$ cat src/lpd_consts.svh
// register offsets, reset values and timing counts of the led pwm driver
`ifndef LPD_CONSTS_SVH
`define LPD_CONSTS_SVH

`define LPD_OFF_MODE      8'h00
`define LPD_OFF_BRIGHT0   8'h04
`define LPD_OFF_BRIGHT1   8'h08
`define LPD_OFF_BRIGHT2   8'h0c
`define LPD_OFF_BRIGHT3   8'h10
`define LPD_OFF_GRP_DUTY  8'h14
`define LPD_OFF_GRP_FREQ  8'h18
`define LPD_OFF_LED_SEL   8'h1c
`define LPD_OFF_ADDR_EN   8'h20
`define LPD_OFF_ALL_CALL  8'h24
`define LPD_OFF_SUB1      8'h28
`define LPD_OFF_SUB2      8'h2c
`define LPD_OFF_SUB3      8'h30
`define LPD_OFF_STATUS    8'h34

`define LPD_MODE_ACK_BIT  0
`define LPD_MODE_OD_BIT   1
`define LPD_MODE_OES_LSB  2
`define LPD_MODE_BLINK_BIT 4
`define LPD_MODE_RST      8'h08
`define LPD_ADDR_EN_RST   8'h01
`define LPD_ALL_CALL_RST  7'h70
`define LPD_SUB1_RST      7'h71
`define LPD_SUB2_RST      7'h72
`define LPD_SUB3_RST      7'h74
`define LPD_GRP_DUTY_RST  8'hff
`define LPD_STG_RST       8'h00

`define LPD_STG_N         7
`define LPD_STG_GRP_DUTY  3'd4
`define LPD_STG_GRP_FREQ  3'd5
`define LPD_STG_LED_SEL   3'd6

`define LPD_SOFTWARE_RESET_CALL_BYTE    8'h00
`define LPD_SOFTWARE_RESET_CALL_KEY1    8'ha5
`define LPD_SOFTWARE_RESET_CALL_KEY2    8'h5a

`define LPD_CLK_HZ        100000000
`define LPD_OSC_HZ        25000000
`define LPD_OSC_DIV       (`LPD_CLK_HZ / `LPD_OSC_HZ)
`define LPD_GRP_DIM_HZ    190
`define LPD_GRP_DIM_DIV   (`LPD_OSC_HZ / (`LPD_GRP_DIM_HZ * 65536))
`define LPD_BLINK_MAX_HZ  24
`define LPD_BLINK_STEP_CYC (`LPD_CLK_HZ / (`LPD_BLINK_MAX_HZ * 256))
`define LPD_SPIKE_NS      50
`define LPD_FILT_CYC      ((`LPD_SPIKE_NS * (`LPD_CLK_HZ / 1000000) + 999) / 1000)

`endif

$ cat src/lpd_pkg.sv
// types of the led pwm driver
`default_nettype none
package lpd_pkg;
  typedef enum logic [1:0] {LPD_SEL_OFF, LPD_SEL_ON, LPD_SEL_IND, LPD_SEL_GRP} lpd_sel_t;
  typedef enum logic [1:0] {LPD_OES_ZERO, LPD_OES_ONE, LPD_OES_HIZ} lpd_oes_t;
  typedef enum logic [2:0] {
    LINK_IDLE, LINK_ADDR, LINK_ACK_ADDR, LINK_DATA, LINK_ACK_DATA, LINK_SKIP
  } lpd_link_t;
endpackage : lpd_pkg
`default_nettype wire

$ cat src/lpd_led_pwm_driver.sv
// four channel led pwm driver: apb registers, serial bus address logic, pwm
//
// Summary of operation
// each output has an 8-bit pwm near 97 kHz, duty 0 to 99.6 %
// group pwm dims all outputs at about 190 Hz by one value
// blink mode group period programmable from 24 Hz to 10.73 s; the code reaches 10.67 s at most
// each output selects off, on, individual pwm, or both pwms
// outputs open-drain or totem-pole by software, totem-pole after reset
// new output settings apply per write or at stop, stop by default
// output-enable pin high forces all outputs to 1, 0 or high-z
// output-enable pin acts on outputs without clock or bus delay
// the controller may pulse output-enable as an external pwm
// software reset call returns all registers to reset defaults, leds off
// individual brightness resets to off and scales linearly
// group brightness resets to maximum so it has no effect; the code still blanks both-pwm outputs 1 step in 256
// device answers one all-call and three sub-call addresses, each switchable
// seven address pins set the own address; variants act alike
// all timing derives from a 25 MHz internal rate; blink steps and glitch filter count the 100 MHz clock instead
// data and clock pins pass a glitch filter before protocol logic
// link runs at clock rates up to 1 MHz
// all-call enabled after reset at E0h, acked for write and read
// sub-calls disabled after reset at E2h, E4h, E8h, not acked
// reset call acked only with write direction
// both-pwm mode is the logical and of the two pwms
// brightness zero never active, each count adds 1/256 period
//
// Chosen here: the register addresses and the APB register port.
`include "lpd_consts.svh"
`default_nettype none
module lpd_led_pwm_driver
  import lpd_pkg::*;
#(
  parameter int BLINK_STEP_CYC = `LPD_BLINK_STEP_CYC
) (
  input  wire logic        clk,
  input  wire logic        reset,
  input  wire logic        psel,
  input  wire logic        penable,
  input  wire logic        pwrite,
  input  wire logic [7:0]  paddr,
  input  wire logic [31:0] pwdata,
  output logic [31:0]      prdata,
  output logic             pready,
  output logic             pslverr,
  input  wire logic        scl,
  input  wire logic        sdaIn,
  output logic             sdaOut,
  output logic             sdaOe,
  input  wire logic [6:0]  addrPin,
  input  wire logic        outEnableN,
  output logic [3:0]       ledOut,
  output logic [3:0]       ledOutOe
);
  ////////////////////////////////////////////////////////////////////////
  logic [7:0]  mode_reg;
  logic [7:0]  addrEn_reg;
  logic [6:0]  callAddr_reg [4];
  logic [7:0]  stgPend_reg [`LPD_STG_N];
  logic [7:0]  stgLive_reg [`LPD_STG_N];
  logic        commitPending_reg;
  logic        swResetPulse_reg;
  logic        commitStop_reg;
  logic        regReset;
  logic        apbAccess;
  logic        wrEn;
  logic [3:0]  stgHit;
  logic [2:0]  callHit;
  logic        mapped;
  logic [31:0] readValue;
  logic        ackMode;
  logic [3:0]  ledActive_reg;
  lpd_link_t   linkState_reg;

  function automatic logic [3:0] stgDecode(input logic [7:0] a);
    case (a)
      `LPD_OFF_BRIGHT0:  stgDecode = 4'h8;
      `LPD_OFF_BRIGHT1:  stgDecode = 4'h9;
      `LPD_OFF_BRIGHT2:  stgDecode = 4'ha;
      `LPD_OFF_BRIGHT3:  stgDecode = 4'hb;
      `LPD_OFF_GRP_DUTY: stgDecode = 4'hc;
      `LPD_OFF_GRP_FREQ: stgDecode = 4'hd;
      `LPD_OFF_LED_SEL:  stgDecode = 4'he;
      default:           stgDecode = 4'h0;
    endcase
  endfunction : stgDecode

  function automatic logic [2:0] callDecode(input logic [7:0] a);
    case (a)
      `LPD_OFF_ALL_CALL: callDecode = 3'h4;
      `LPD_OFF_SUB1:     callDecode = 3'h5;
      `LPD_OFF_SUB2:     callDecode = 3'h6;
      `LPD_OFF_SUB3:     callDecode = 3'h7;
      default:           callDecode = 3'h0;
    endcase
  endfunction : callDecode

  ////////////////////////////////////////////////////////////////////////
  // apb slave, zero wait states
  assign regReset  = reset | swResetPulse_reg;
  assign apbAccess = psel & penable;
  assign wrEn      = apbAccess & pwrite;
  assign stgHit    = stgDecode(paddr);
  assign callHit   = callDecode(paddr);
  assign ackMode   = mode_reg[`LPD_MODE_ACK_BIT];
  assign mapped    = stgHit[3] | callHit[2] | (paddr == `LPD_OFF_MODE)
                   | (paddr == `LPD_OFF_ADDR_EN) | (paddr == `LPD_OFF_STATUS);
  assign pready    = 1'b1;
  assign pslverr   = apbAccess & ~mapped;

  always_comb begin
    readValue = 32'h0;
    if (stgHit[3])
      readValue[7:0] = stgPend_reg[stgHit[2:0]];
    else if (callHit[2])
      readValue[6:0] = callAddr_reg[callHit[1:0]];
    else if (paddr == `LPD_OFF_MODE)
      readValue[7:0] = mode_reg;
    else if (paddr == `LPD_OFF_ADDR_EN)
      readValue[7:0] = addrEn_reg;
    else if (paddr == `LPD_OFF_STATUS)
      readValue[5:0] = {commitPending_reg, linkState_reg != LINK_IDLE, ledActive_reg};
  end

  always_ff @(posedge clk) begin
    if (reset)
      prdata <= 32'h0;
    else if (psel & ~penable & ~pwrite)
      prdata <= readValue;
  end

  always_ff @(posedge clk) begin
    if (regReset) begin
      mode_reg        <= `LPD_MODE_RST;
      addrEn_reg      <= `LPD_ADDR_EN_RST;
      callAddr_reg[0] <= `LPD_ALL_CALL_RST;
      callAddr_reg[1] <= `LPD_SUB1_RST;
      callAddr_reg[2] <= `LPD_SUB2_RST;
      callAddr_reg[3] <= `LPD_SUB3_RST;
    end else if (wrEn) begin
      if (paddr == `LPD_OFF_MODE)
        mode_reg <= pwdata[7:0];
      if (paddr == `LPD_OFF_ADDR_EN)
        addrEn_reg <= {4'h0, pwdata[3:0]};
      if (callHit[2])
        callAddr_reg[callHit[1:0]] <= pwdata[6:0];
    end
  end

  ////////////////////////////////////////////////////////////////////////
  // staged output settings: pending copy, live copy used by the pwm
  genvar gi;
  generate
    for (gi = 0; gi < `LPD_STG_N; gi++) begin : g_stg
      localparam logic [7:0] RST_VAL = (gi == 4) ? `LPD_GRP_DUTY_RST : `LPD_STG_RST;
      always_ff @(posedge clk) begin
        if (regReset)
          stgPend_reg[gi] <= RST_VAL;
        else if (wrEn && stgHit[3] && stgHit[2:0] == 3'(gi))
          stgPend_reg[gi] <= pwdata[7:0];
      end
      always_ff @(posedge clk) begin
        if (regReset)
          stgLive_reg[gi] <= RST_VAL;
        else if (ackMode && wrEn && stgHit[3] && stgHit[2:0] == 3'(gi))
          stgLive_reg[gi] <= pwdata[7:0];
        else if (!ackMode && commitStop_reg)
          stgLive_reg[gi] <= stgPend_reg[gi];
      end
    end
  endgenerate

  // a write in the commit cycle keeps the pending flag set
  always_ff @(posedge clk) begin
    if (regReset)
      commitPending_reg <= 1'b0;
    else if (!ackMode && wrEn && stgHit[3])
      commitPending_reg <= 1'b1;
    else if (commitStop_reg || ackMode)
      commitPending_reg <= 1'b0;
  end

  ////////////////////////////////////////////////////////////////////////
  // timebase: 25 MHz tick, individual and group pwm counters
  logic [1:0]  oscCnt_reg;
  logic        oscTick;
  logic [7:0]  pwmCnt_reg;
  logic [3:0]  dimCnt_reg;
  logic [23:0] baseCnt_reg;
  logic [7:0]  freqCnt_reg;
  logic [7:0]  grpCnt_reg;
  logic        pwmWrap;
  logic        dimStep;
  logic        blinkStep;
  logic        grpActive;

  assign oscTick   = oscCnt_reg == 2'(`LPD_OSC_DIV - 1);
  assign pwmWrap   = oscTick && pwmCnt_reg == 8'hff;
  assign dimStep   = pwmWrap && dimCnt_reg == 4'(`LPD_GRP_DIM_DIV - 1);
  assign blinkStep = baseCnt_reg == 24'(BLINK_STEP_CYC - 1)
                     && freqCnt_reg == stgLive_reg[`LPD_STG_GRP_FREQ];
  assign grpActive = grpCnt_reg < stgLive_reg[`LPD_STG_GRP_DUTY];

  always_ff @(posedge clk) begin
    if (reset)
      oscCnt_reg <= 2'h0;
    else
      oscCnt_reg <= oscTick ? 2'h0 : oscCnt_reg + 2'h1;
  end

  always_ff @(posedge clk) begin
    if (reset)
      pwmCnt_reg <= 8'h0;
    else if (oscTick)
      pwmCnt_reg <= pwmCnt_reg + 8'h1;
  end

  always_ff @(posedge clk) begin
    if (reset)
      dimCnt_reg <= 4'h0;
    else if (dimStep)
      dimCnt_reg <= 4'h0;
    else if (pwmWrap)
      dimCnt_reg <= dimCnt_reg + 4'h1;
  end

  // blink period is (freq + 1) base steps per group count
  always_ff @(posedge clk) begin
    if (reset || baseCnt_reg == 24'(BLINK_STEP_CYC - 1))
      baseCnt_reg <= 24'h0;
    else
      baseCnt_reg <= baseCnt_reg + 24'h1;
  end

  always_ff @(posedge clk) begin
    if (reset || blinkStep)
      freqCnt_reg <= 8'h0;
    else if (baseCnt_reg == 24'(BLINK_STEP_CYC - 1))
      freqCnt_reg <= freqCnt_reg + 8'h1;
  end

  always_ff @(posedge clk) begin
    if (reset)
      grpCnt_reg <= 8'h0;
    else if (mode_reg[`LPD_MODE_BLINK_BIT] ? blinkStep : dimStep)
      grpCnt_reg <= grpCnt_reg + 8'h1;
  end

  ////////////////////////////////////////////////////////////////////////
  // per output select, stage and forced state
  logic [3:0] drvLevel_reg;
  logic [3:0] drvOe_reg;
  lpd_oes_t   oesSel;

  assign oesSel = lpd_oes_t'(mode_reg[`LPD_MODE_OES_LSB +: 2]);

  generate
    for (gi = 0; gi < 4; gi++) begin : g_led
      lpd_sel_t sel;
      logic     indActive;
      assign sel       = lpd_sel_t'(stgLive_reg[`LPD_STG_LED_SEL][2*gi +: 2]);
      assign indActive = pwmCnt_reg < stgLive_reg[gi];
      always_ff @(posedge clk) begin
        if (regReset)
          ledActive_reg[gi] <= 1'b0;
        else
          case (sel)
            LPD_SEL_OFF: ledActive_reg[gi] <= 1'b0;
            LPD_SEL_ON:  ledActive_reg[gi] <= 1'b1;
            LPD_SEL_IND: ledActive_reg[gi] <= indActive;
            LPD_SEL_GRP: ledActive_reg[gi] <= indActive & grpActive;
            default:     ledActive_reg[gi] <= 1'b0;
          endcase
      end
      // active drives low; open-drain releases instead of driving high
      always_ff @(posedge clk) begin
        if (regReset) begin
          drvLevel_reg[gi] <= 1'b1;
          drvOe_reg[gi]    <= 1'b1;
        end else if (mode_reg[`LPD_MODE_OD_BIT]) begin
          drvLevel_reg[gi] <= 1'b0;
          drvOe_reg[gi]    <= ledActive_reg[gi];
        end else begin
          drvLevel_reg[gi] <= ~ledActive_reg[gi];
          drvOe_reg[gi]    <= 1'b1;
        end
      end
    end
  endgenerate

  // pin acts straight on the pads, no sampling
  always_comb begin
    ledOut   = drvLevel_reg;
    ledOutOe = drvOe_reg;
    if (outEnableN) begin
      case (oesSel)
        LPD_OES_ZERO: begin
          ledOut   = 4'h0;
          ledOutOe = 4'hf;
        end
        LPD_OES_ONE: begin
          ledOut   = 4'hf;
          ledOutOe = {4{~mode_reg[`LPD_MODE_OD_BIT]}};
        end
        default: begin
          ledOut   = 4'h0;
          ledOutOe = 4'h0;
        end
      endcase
    end
  end

  ////////////////////////////////////////////////////////////////////////
  // serial link: filtered pins, address match, reset call
  logic       sclF;
  logic       sdaF;
  logic       sclPrev_reg;
  logic       sdaPrev_reg;
  logic [6:0] addrSyncA_reg;
  logic [6:0] addrSyncB_reg;
  logic [7:0] shift_reg;
  logic [3:0] bitCnt_reg;
  logic       gcall_reg;
  logic       keyOk_reg;
  logic       sdaDrive_reg;
  logic       sclRise;
  logic       sclFall;
  logic       startCond;
  logic       stopCond;
  logic       addrAck;

  lpd_glitch_filter u_sclFilt (.clk(clk), .reset(reset), .pinIn(scl), .filtOut(sclF));
  lpd_glitch_filter u_sdaFilt (.clk(clk), .reset(reset), .pinIn(sdaIn), .filtOut(sdaF));

  always_ff @(posedge clk) begin
    if (reset) begin
      sclPrev_reg   <= 1'b1;
      sdaPrev_reg   <= 1'b1;
      addrSyncA_reg <= 7'h0;
      addrSyncB_reg <= 7'h0;
    end else begin
      sclPrev_reg   <= sclF;
      sdaPrev_reg   <= sdaF;
      addrSyncA_reg <= addrPin;
      addrSyncB_reg <= addrSyncA_reg;
    end
  end

  // edges found at 10 ns resolution, ample for a 1 MHz link
  assign sclRise   = sclF & ~sclPrev_reg;
  assign sclFall   = ~sclF & sclPrev_reg;
  assign startCond = sclF & sclPrev_reg & sdaPrev_reg & ~sdaF;
  assign stopCond  = sclF & sclPrev_reg & ~sdaPrev_reg & sdaF;

  always_comb begin
    addrAck = shift_reg[7:1] == addrSyncB_reg;
    for (int i = 0; i < 4; i++)
      if (addrEn_reg[i] && shift_reg[7:1] == callAddr_reg[i])
        addrAck = 1'b1;
    if (shift_reg == `LPD_SOFTWARE_RESET_CALL_BYTE)
      addrAck = 1'b1;
  end

  always_ff @(posedge clk) begin
    if (reset) begin
      linkState_reg    <= LINK_IDLE;
      shift_reg        <= 8'h0;
      bitCnt_reg       <= 4'h0;
      gcall_reg        <= 1'b0;
      keyOk_reg        <= 1'b0;
      sdaDrive_reg     <= 1'b0;
      swResetPulse_reg <= 1'b0;
      commitStop_reg   <= 1'b0;
    end else begin
      swResetPulse_reg <= 1'b0;
      commitStop_reg   <= 1'b0;
      if (startCond) begin
        linkState_reg <= LINK_ADDR;
        bitCnt_reg    <= 4'h0;
        sdaDrive_reg  <= 1'b0;
      end else if (stopCond) begin
        linkState_reg  <= LINK_IDLE;
        sdaDrive_reg   <= 1'b0;
        commitStop_reg <= 1'b1;
      end else begin
        case (linkState_reg)
          LINK_ADDR, LINK_DATA: begin
            if (sclRise) begin
              shift_reg  <= {shift_reg[6:0], sdaF};
              bitCnt_reg <= bitCnt_reg + 4'h1;
            end else if (sclFall && bitCnt_reg == 4'h8) begin
              if (linkState_reg == LINK_ADDR) begin
                linkState_reg <= addrAck ? LINK_ACK_ADDR : LINK_SKIP;
                sdaDrive_reg  <= addrAck;
                gcall_reg     <= shift_reg == `LPD_SOFTWARE_RESET_CALL_BYTE;
                keyOk_reg     <= 1'b0;
              end else begin
                linkState_reg <= LINK_ACK_DATA;
                sdaDrive_reg  <= 1'b1;
                if (gcall_reg && !keyOk_reg && shift_reg == `LPD_SOFTWARE_RESET_CALL_KEY1)
                  keyOk_reg <= 1'b1;
                else if (gcall_reg && keyOk_reg && shift_reg == `LPD_SOFTWARE_RESET_CALL_KEY2) begin
                  swResetPulse_reg <= 1'b1;
                  gcall_reg        <= 1'b0;
                end else
                  gcall_reg <= 1'b0;
              end
            end
          end
          LINK_ACK_ADDR, LINK_ACK_DATA: begin
            if (sclFall) begin
              sdaDrive_reg <= 1'b0;
              bitCnt_reg   <= 4'h0;
              // read transfers are acked but return released data
              linkState_reg <= (linkState_reg == LINK_ACK_ADDR && shift_reg[0])
                               ? LINK_SKIP : LINK_DATA;
            end
          end
          LINK_IDLE, LINK_SKIP: linkState_reg <= linkState_reg;
          default:              linkState_reg <= LINK_IDLE;
        endcase
      end
    end
  end

  assign sdaOut = 1'b0;
  assign sdaOe  = sdaDrive_reg;
endmodule : lpd_led_pwm_driver
`default_nettype wire

$ cat src/lpd_glitch_filter.sv
// two-flop synchroniser followed by a spike filter for one bus pin
`include "lpd_consts.svh"
`default_nettype none
module lpd_glitch_filter (
  input  wire logic clk,
  input  wire logic reset,
  input  wire logic pinIn,
  output logic      filtOut
);
  logic       syncA_reg;
  logic       syncB_reg;
  logic [2:0] stableCnt_reg;

  always_ff @(posedge clk) begin
    if (reset) begin
      syncA_reg <= 1'b1;
      syncB_reg <= 1'b1;
    end else begin
      syncA_reg <= pinIn;
      syncB_reg <= syncA_reg;
    end
  end

  // output follows only after the level held for the spike time
  always_ff @(posedge clk) begin
    if (reset) begin
      filtOut       <= 1'b1;
      stableCnt_reg <= 3'h0;
    end else if (syncB_reg == filtOut) begin
      stableCnt_reg <= 3'h0;
    end else if (stableCnt_reg == 3'(`LPD_FILT_CYC - 1)) begin
      filtOut       <= syncB_reg;
      stableCnt_reg <= 3'h0;
    end else begin
      stableCnt_reg <= stableCnt_reg + 3'h1;
    end
  end
endmodule : lpd_glitch_filter
`default_nettype wire

$ cat config.mk
export PLATFORM = sky130hd
export DESIGN_NAME = lpd_led_pwm_driver
export DESIGN_NICKNAME = d
export VERILOG_FILES = /design/src/lpd_pkg.sv /design/src/lpd_led_pwm_driver.sv /design/src/lpd_glitch_filter.sv
export VERILOG_INCLUDE_DIRS = /design/src
export SDC_FILE = /design/constraint.sdc
export NUM_CORES = 1
export LEC_CHECK = 0
export ABC_AREA = 1
export BUFFER_PORTS_ARGS = -buffer_cell sky130_fd_sc_hd__buf_2
export CAP_MARGIN = 20
export CORE_MARGIN = 3
export CORE_UTILIZATION = 40
export DETAILED_ROUTE_END_ITERATION = 10
export MAX_ROUTING_LAYER = met4
export SETUP_SLACK_MARGIN = 0.05
export SLEW_MARGIN = 20
export SYNTH_ARGS = -nofsm -noshare
export SYNTH_HDL_FRONTEND = slang
export SYNTH_SLANG_ARGS = --single-unit
$ cat constraint.sdc
create_clock -name clk -period 6.05 [get_ports clk]
set_clock_uncertainty 0.1 [all_clocks]
set_input_delay 0.9075 -clock clk [delete_from_list [all_inputs] [get_ports clk]]
set_output_delay 0.9075 -clock clk [all_outputs]
set_load 0.01 [all_outputs]
==> results of run 1 <==
metal layers:
layer,part of all wire,vias up
met2,0.44,416
met5,0,-
met1,0.45,5412
li1,-,5906
met4,0.026,0
met3,0.080,69
power by group through the flow:
stage,logic [W],registers (W),clock network (W)
after floorplan,0.000174,0.00207,0
after global placement,0.000239,0.00208,0
after detailed placement,0.000241,0.00209,0
after CTS,0.000243,0.00205,0.00209
after global routing,0.000276,0.00205,0.00216
final,0.000244,0.00205,0.00204
logic make-up after synthesis:
kind of cell,synth area share
other,0.000519
AO/OA/AOI/OAI,0.0990
adder cells (fa/ha/maj),0.0415
buffers and inverters,0.104
flip-flops,0.477
XOR/XNOR,0.0182
AND/OR/NAND/NOR,0.260
cells in the mapped netlist, types with 6 or more instances:
cell type | number | area [um^2]
a21oi_1 | 90 | 450
buf_2 | 7 | 35.0
buf_4 | 32 | 240
clkbuf_1 | 29 | 109
clkinv_1 | 8 | 30.0
dfxtp_1 | 135 | 2700
edfxtp_1 | 140 | 4200
ha_1 | 48 | 601
inv_1 | 266 | 998
inv_2 | 14 | 52.6
nand2_1 | 366 | 1370
nand2_2 | 8 | 50.1
nand2_4 | 6 | 67.6
nand3_1 | 107 | 536
nand3_2 | 10 | 100
nand4_1 | 29 | 181
nor2_1 | 213 | 800
nor2_4 | 6 | 67.6
nor3_1 | 35 | 175
nor3b_1 | 6 | 45.0
o211ai_1 | 14 | 105
o21ai_0 | 78 | 390
o21ai_1 | 6 | 30.0
o22ai_1 | 54 | 338
or2_2 | 12 | 75.1
xnor2_1 | 20 | 175
xor2_1 | 10 | 87.6
per-stage QoR:
step           cells  utilization  area [um^2]
2_1_floorplan   1820            -        14600
3_3_place_gp    2261        0.421        15000
3_5_place_dp    2261        0.421        15000
4_1_cts         2318        0.452        16100
5_1_grt         2319        0.453        16100
6_report        2319        0.453        16100
tightest hold or removal path: cells and delay by family (launching register included):
kind          cells  cell delay [ns]
flops             1             0.29
buf+inv           1             0.04
simple gates      1             0.03
final timing paths:
| path | slack [ns] | startpoint | endpoint | cells past startpoint |
|---|---|---|---|---|
| worst min-delay path | 0.30 | addrSyncA_reg[3] | addrSyncB_reg[3] | 2 |
| worst min register to register | 0.30 | addrSyncA_reg[3] | addrSyncB_reg[3] | 2 |
| worst max-delay path | 2.44 | paddr[4] | pslverr | 10 |
| worst max register to register | 3.67 | baseCnt_reg[0] | baseCnt_reg[19] | 9 |
layout by cell type, fill, tap and decap left out, types with 5 or more instances in the layout:
cell       count
o211ai_1      14
nand2_1      366
nor2_1       213
inv_1        266
nand3_4        5
nand3_1      106
buf_2         48
nand4_1       29
clkinv_1       9
nand3_2       11
nand2_2        8
nor3b_1        6
or2_2         12
xor2_1        10
clkbuf_16     35
o22ai_1       54
ha_1          48
xnor2_1       20
o21ai_0       75
a21oi_1       90
conb_1        26
nor3_1        35
inv_2         14
clkbuf_1       8
o21ai_1        9
edfxtp_1     140
dfxtp_1      135
nor2_4         7
nand2_4        6
final cells by class:
type | instances | area, um^2
Sequential cell | 275 | 6910
Multi-Input combinational cell | 1184 | 6170
Fill cell | 3546 | 19500
Clock inverter | 12 | 181
Tap cell | 461 | 577
Inverter | 289 | 1090
Timing Repair Buffer | 53 | 275
Clock buffer | 45 | 933
==> results, run 1 <==
- The run finished with clean final reports.
- The fraction of power consumed by combinational cells is 0.056.
- The endpoint type of the worst setup path is an output port.
- For this run, the top clock speed supported by timing is 277 MHz.
- The met3 track demand over resource in global routing is 0.0349.
- After clock tree synthesis, the clock-pin slew on the worst setup and hold paths is 0.06 ns.
- The first global-routing pass estimated 61100 um of wire.
- The cell area after synthesis is 14500 um^2.
- The unique cell type count in the Yosys netlist is 52.
- The clock reaches the later pin of the worst-skew pair after 0.51 ns.
- The die span in y is 196 um.
- The start-to-end type of the worst setup path is input pin to output port.
- The remaining routing DRC violations is 0.
- For this block, the via count after detailed routing is 11800.
- Synthesis inferred 275 register bits.
- The path category of the worst min-delay check is flop to flop.
- The required time of the critical path is 5.04 ns.
- The final weighted congestion in routability-driven placement is 0.931.
- The fraction of final layout cells sized beyond drive strength 1 is 0.0974.
- The number of antenna violations at the first check in global routing was 0.
- The number of failing hold endpoints at the final stage is 0.
- The async set or reset register ratio after synthesis is 0.
- 99 I/O pins were placed.
- The die is 196 um wide.
- For this run, the slowest stage of the critical path takes 0.33 ns.
- Of the total power, the share spent switching nets is 0.230.
- VDD sags by at most 164 uV.
- The first-pass iteration count of the detailed router is 5.
- Counting both buffers and inverters, the worst setup path holds a total of 5.
- The critical path's most frequent cell is inv_2.
- Summed over all nets, the switching power comes to 0.000996 W.
- Of the total power, registers draw 0.473.
- For the worst setup path, the data arrival time is 2.60 ns.
- For this run, the number of Yosys warnings is 0.
- The largest fanout on the critical path is 17.
- OpenSTA, run right after detailed placement, puts the worst setup slack at 2.29 ns.
- Among all flip-flop cells after synthesis, the most frequent one is edfxtp_1.
- The die footprint is 38500 um^2.
- After detailed routing, the number of vias per cell comes to 5.09.
- The buffer levels on the longest clock path is 3.
- Internal power comes to 0.00334 W.
- The final antenna-violating net count is 0.
- The largest net degree at the start of global routing is 47.
- The hold-fix buffer count after cts is 0.
- The number of gates resized after CTS was 0.
- The sequential-to-total area share from yosys stat is 0.477.
- The power per cell area is 269 nW/um^2.
- The repair_antennas step left the layout with diodes totalling 0.
- The total routing resource utilization after global routing is 0.205.
- The clock tree synthesis step divided the H-tree into 2 levels.
- The number of buffers inserted by post-CTS setup repair is 0.
- In the finished design, the share of the clock period the worst path needs comes to 0.597.
- For the pin with the worst max-slew slack, the measured transition is 1.01 ns.
- The met2 track utilization from global routing is 0.308.
- Across the run, the number of max-cap violations was 0.
- The worst setup path is launched from an input pin.
- The floorplan has 69 rows.
- The critical path goes through buf_2 -> inv_2 -> nand3_1 -> inv_2 -> nand2_2 -> nand2_4 -> inv_2 -> nand2_4 -> nor4_1 -> buf_2.
- The count of pins over their slew limit was 0.
- After synthesis, the mean cell area works out to 8.06 um^2.
- For this run, global-route usage on met1 was measured as 0.286.
- The wire length per cell is 16.4 um.
- The number of global-route vias before repair is 11200.
- The summed negative setup slack over all endpoints is 0 ns.
- The clock net sink count is 275.
- Grouping stages by cell kind, the critical path spends the most delay in simple AND/OR/NAND/NOR gates.
- The worst slack on hold paths is 0.303 ns.
- Setup repair after global routing left no endpoint under its margin.
- The cell count after synthesis is 1796.
- In this run, synthesis inferred 140 flip-flops with an integrated enable.
- The starting DRC count in detailed routing is 1088.
- The region available for standard cell placement spans 35700 um^2.
- The initial core utilization is 0.406.
- The detailed-placement wirelength estimate is 27300 um.
- The worst slew slack as a fraction of its limit is 0.321.
- The largest individual stage delay along the critical path comes from the cell nand2_2.
- The CTS tree is yes.
- The post-route minimum period is 3.61 ns.
- The area growth from synthesis to layout is 11.5%.
- The worst setup slack after layout is 2.44 ns.
- Buffers placed on the I/O ports in this run total 48.
- The total wire length is 38100 um.
- The total power draw is 0.00433 W.
- The share of total power dissipated in the clock network is 0.471.
- The net total in the final layout is 1940.
- Setup violations remaining at the end of the flow were counted as 0.
- The final global-route overflow total is 0.
- The TritonCTS buffer count is 34.
- The total leakage power is 6.83 nW.
- The busiest metal layer after global routing is met2.
- The root buffer selected by CTS is clkbuf_16.
No activity file was read; power rests on OpenSTA's default activity.
==> run 2: changes to the inputs <==
--- a/config.mk
+++ b/config.mk
@@ -6,7 +6,7 @@
 export SDC_FILE = /design/constraint.sdc
 export NUM_CORES = 1
 export LEC_CHECK = 0
-export ABC_AREA = 1
+export ABC_AREA = 0
 export BUFFER_PORTS_ARGS = -buffer_cell sky130_fd_sc_hd__buf_2
 export CAP_MARGIN = 20
 export CORE_MARGIN = 3
==> constraint.sdc (replaced) <==
create_clock -name clk -period 3.2 [get_ports clk]
set_clock_uncertainty 0.1 [all_clocks]
set_input_delay 0.48 -clock clk [delete_from_list [all_inputs] [get_ports clk]]
set_output_delay 0.48 -clock clk [all_outputs]
set_load 0.01 [all_outputs]
==> run 2 against run 1 <==
Compared with the run above: area after synthesis down 4.2%; power up 83%; synthesized cell count down 21%; core utilization up 1.1 points; final area down 2.8%; routed wire length down 4.4%; count of clock-buffer cells in the layout down 7; worst hold slack worse by 0.28 ns; via count down 11%; first-iteration DRC count up 0.92%; combinational power up 83%; clock power up 76%; critical path type is now flop to flop; largest cell class unchanged; highest routed layer unchanged.
==> results, run 2 <==
- The number of failing hold endpoints at the final stage is 0 (unchanged).
- The number of cell rows is 67 (-2.9%).
- The adder-cell area share of the yosys netlist is 0.0440 (+0.00256).
- The remaining routing DRC violations is 0 (unchanged).
- The sequential-to-total area share from yosys stat is 0.498 (+0.0211).
- The tree is rooted in a clkbuf_16.
- The cell area after synthesis was 13900 um^2 (-4.2%).
- STA classifies the critical path startpoint as a flop.
- The ratio of routed vias to standard cells is 5.45 (+7.2%).
- The I/O pin count is 99 (unchanged).
- The number of enable-type register cells in the synthesized netlist is 140 (unchanged).
- The number of global-route vias before repair is 10000 (-11%).
- The buffer levels on the longest clock path was 3 (unchanged).
- The global-route wire length before repair is 56400 um (-7.7%).
- The hold-fix buffer count after cts was 2 (+2).
- The sequential cell area was 6910 um^2 (unchanged).
- The final global-route overflow total is 0 (unchanged).
- The via total after detailed routing is 10500 (-11%).
- The count of pins over their slew limit is 0 (unchanged).
- The fraction of the mapped netlist area in simple logic gates is 0.203 (-0.0566).
- The portion of synthesized cell area occupied by the leading cell type is 0.303 (+0.0129).
- Yosys attributes the largest share of cell area to edfxtp_1 (30%), dfxtp_1 (19%), ha_1 (4.3%), nor2_1 (3.9%), xnor2_1 (3.7%).
- The post-synthesis share of cell area spent on xor and xnor gates is 0.0543 (+0.0362).
- By area, the combinational part of the netlist is dominated by simple AND/OR/NAND/NOR gates.
- The TritonCTS buffer count is 30 (-12%).
- The detailed-placement wirelength estimate is 26300 um (-3.6%).
- The net total in the final layout is 1560 (-20%).
- The total routing resource utilization after global routing is 0.201 (-0.00355).
- The later-pin clock latency in the skew report is 0.56 ns (+0.05 ns).
- The area of the multi-input gates came to 6300 um^2 (+2.1%).
- The total leakage power is 5.89 nW (-14%).
- The cell count after synthesis was 1410 (-21%).
- The die span in y is 192 um (-2.1%).
- The fraction of final layout cells sized beyond drive strength 1 is 0.124 (+0.0268).
- The worst setup slack after layout is 0.616 ns (-1.82 ns).
- The number of max-cap violations is 0 (unchanged).
- The unique cell type count in the Yosys netlist is 75 (+44%).
- The number of synthesized register bits was 275 (unchanged).
- The async set or reset register ratio after synthesis was 0 (unchanged).
- The average cell area after synthesis is 9.83 um^2 (+22%).
- The final antenna-violating net count was 0 (unchanged).
- The post-cts resize count is 0 (unchanged).
- The mux share of post-synthesis cell area is 0.0159 (+0.0159).
- The cell area after placement came to 14600 um^2 (-2.6%).
- The peak supply drop is 436 uV (+170%).
- The flow ran to the end, and the final reports show no timing, DRC or antenna violations.
- The Yosys warning count is 0 (unchanged).
- The slew at the pin with the worst max-slew slack is 0.775 ns (-0.233 ns).
- The cell accounting for the most synthesized area is edfxtp_1.
- The wire length per cell is 18.9 um (+15%).
- The most instantiated library cell after synthesis is nor2_1.
- TritonCTS built the clock tree.
- In the layout the commonest cells are nor2_1 (144), edfxtp_1 (140), dfxtp_1 (135).
- The initial core utilization is 0.409 (+0.00329).
- The first-pass iteration count of the detailed router was 6 (+1).
- The largest fanout on the critical path came to 14 (-3).
- The x dimension of the die came to 192 um (-2.1%).
- The post-route minimum period is 2.58 ns.
- The starting DRC count in detailed routing came to 1098 (+0.92%).
- The area of the placeable core is 33900 um^2 (-5.0%).
- The clock net sink count is 275 (unchanged).
- The summed negative setup slack over all endpoints was 0 ns (unchanged).
- The clock-pin slew on the worst setup and hold paths is 0.06 ns (about the same).
- The post-place setup slack is 0.185 ns (-2.11 ns).
- The cell depth of the worst hold path is 2 (unchanged).
- The depth of the worst register-to-register path is 7 (-2).
- For this run, the top clock speed supported by timing is 387 MHz.
- The data arrival time of the critical path is 2.95 ns (+0.35 ns).
- The endpoint type of the worst setup path is a flop.
- Compared with the post-synthesis result, the final layout area differs by 13.2%.
- The critical path in this run is classified as flop to flop.
- The depth of the CTS H-tree is 1 (-1).
- The number of failing setup endpoints in the final timing report is 0 (unchanged).
- The quantity of I/O buffers inserted on ports is 48 (unchanged).
- The die footprint is 36900 um^2 (-4.1%).
- The dominant register cell in the synthesized netlist is edfxtp_1.
- The number of antenna violations at the first check in global routing is 1 (+1).
- The number of buffers inserted by post-CTS setup repair came to 0 (unchanged).
- The final design area excluding fillers is 15700 um^2 (-2.8%).
- The total wire length is 36500 um (-4.4%).
- The number of filler instances in the final layout is 3237 (-8.7%).
- Setup repair after global routing left no endpoint under its margin.
- The largest net degree at the start of global routing is 71 (+51%).
- The worst slew slack as a fraction of its limit is 0.479 (+0.158).
- The share of the core filled with cells is 0.463 (+0.0107).
- The final weighted congestion in routability-driven placement is 0.909 (-2.4%).
- The path category of the worst min-delay check is input pin to flop.
- The final cycle utilization of the critical path is 0.807.
- The power per cell area is 505 nW/um^2 (+88%).
- The compound-gate portion of the synthesized area is 0.129 (+0.0300).
- The required time of the critical path was 3.57 ns (-1.47 ns).
- The most common cell after layout, fill and taps aside is nor2_1.
- Sorting the synthesized cells by how often they occur yields nor2_1 (145), edfxtp_1 (140), dfxtp_1 (135).
## run 2: cell count changes after synthesis, sizes merged, moves of 38 or more
cell	delta
nand2	-280
inv	-215
nor2	-82
nand3	-76
a22o	+48
o22ai	-46
and2	+41
a21oi	-38
xnor2	+38
## run 2: path summary, 6_finish.rpt
check | from | endpoint | slack, ns
setup / recovery | baseCnt_reg[0] | grpCnt_reg[5] | 0.62
hold reg to reg | u_sclFilt.syncA_reg | u_sclFilt.syncB_reg | 0.32
setup reg to reg | baseCnt_reg[0] | grpCnt_reg[5] | 0.62
hold / removal | addrPin[0] | addrSyncA_reg[0] | 0.02
## run 2: per-stage QoR
step,std cells,total power [W],hold slack (ns)
floorplan,1434,0.00421,0.289
global placement,1871,0.00439,0.295
detailed placement,1871,0.00439,0.299
CTS,1929,0.00800,0.00340
global route,1930,0.00818,0.0177
finish,1930,0.00792,0.0243
## run 2: layout make-up
cell class / instances / area share
diodes: 1 / 0.000160
clock buffers: 38 / 0.0538
clock inverters: 18 / 0.0132
inverters: 66 / 0.0158
multi-input cells: 988 / 0.402
flip-flops and latches: 275 / 0.440
well taps: 448 / 0.0357
repair buffers: 96 / 0.0394
## run 2: critical path, cell delays in order (launching register included)
cell     delay [ns]
dfxtp_1        0.35
ha_1           0.24
or4b_4         0.49
nor4_4         0.27
and4_4         0.29
a31oi_4        0.17
or4_1          0.44
a21oi_1        0.14
## run 2: per-layer routing
layer	vias up	global-route usage	routed length (um)
li1	5090	-	-
met4	0	0.0605	1090
met5	-	-	0
met2	392	0.303	16000
met3	87	0.0297	2740
met1	4957	0.281	16600
## run 2: kinds of logic after synthesis
logic type,after synthesis
and+or+nand+nor,547
AOI/OAI and AO/OA,258
DFF,275
other,2
muxes,22
adders and majority gates,49
buffers and inverters,171
xor gates and xnor gates,86
## run 2: where the power goes
part	switching (W)	total [W]	internal, W
Combinational	0.000299	0.000446	0.000147
Sequential	0.0000802	0.00388	0.00380
Clock	0.00140	0.00359	0.00219
Total	0.00178	0.00792	0.00614
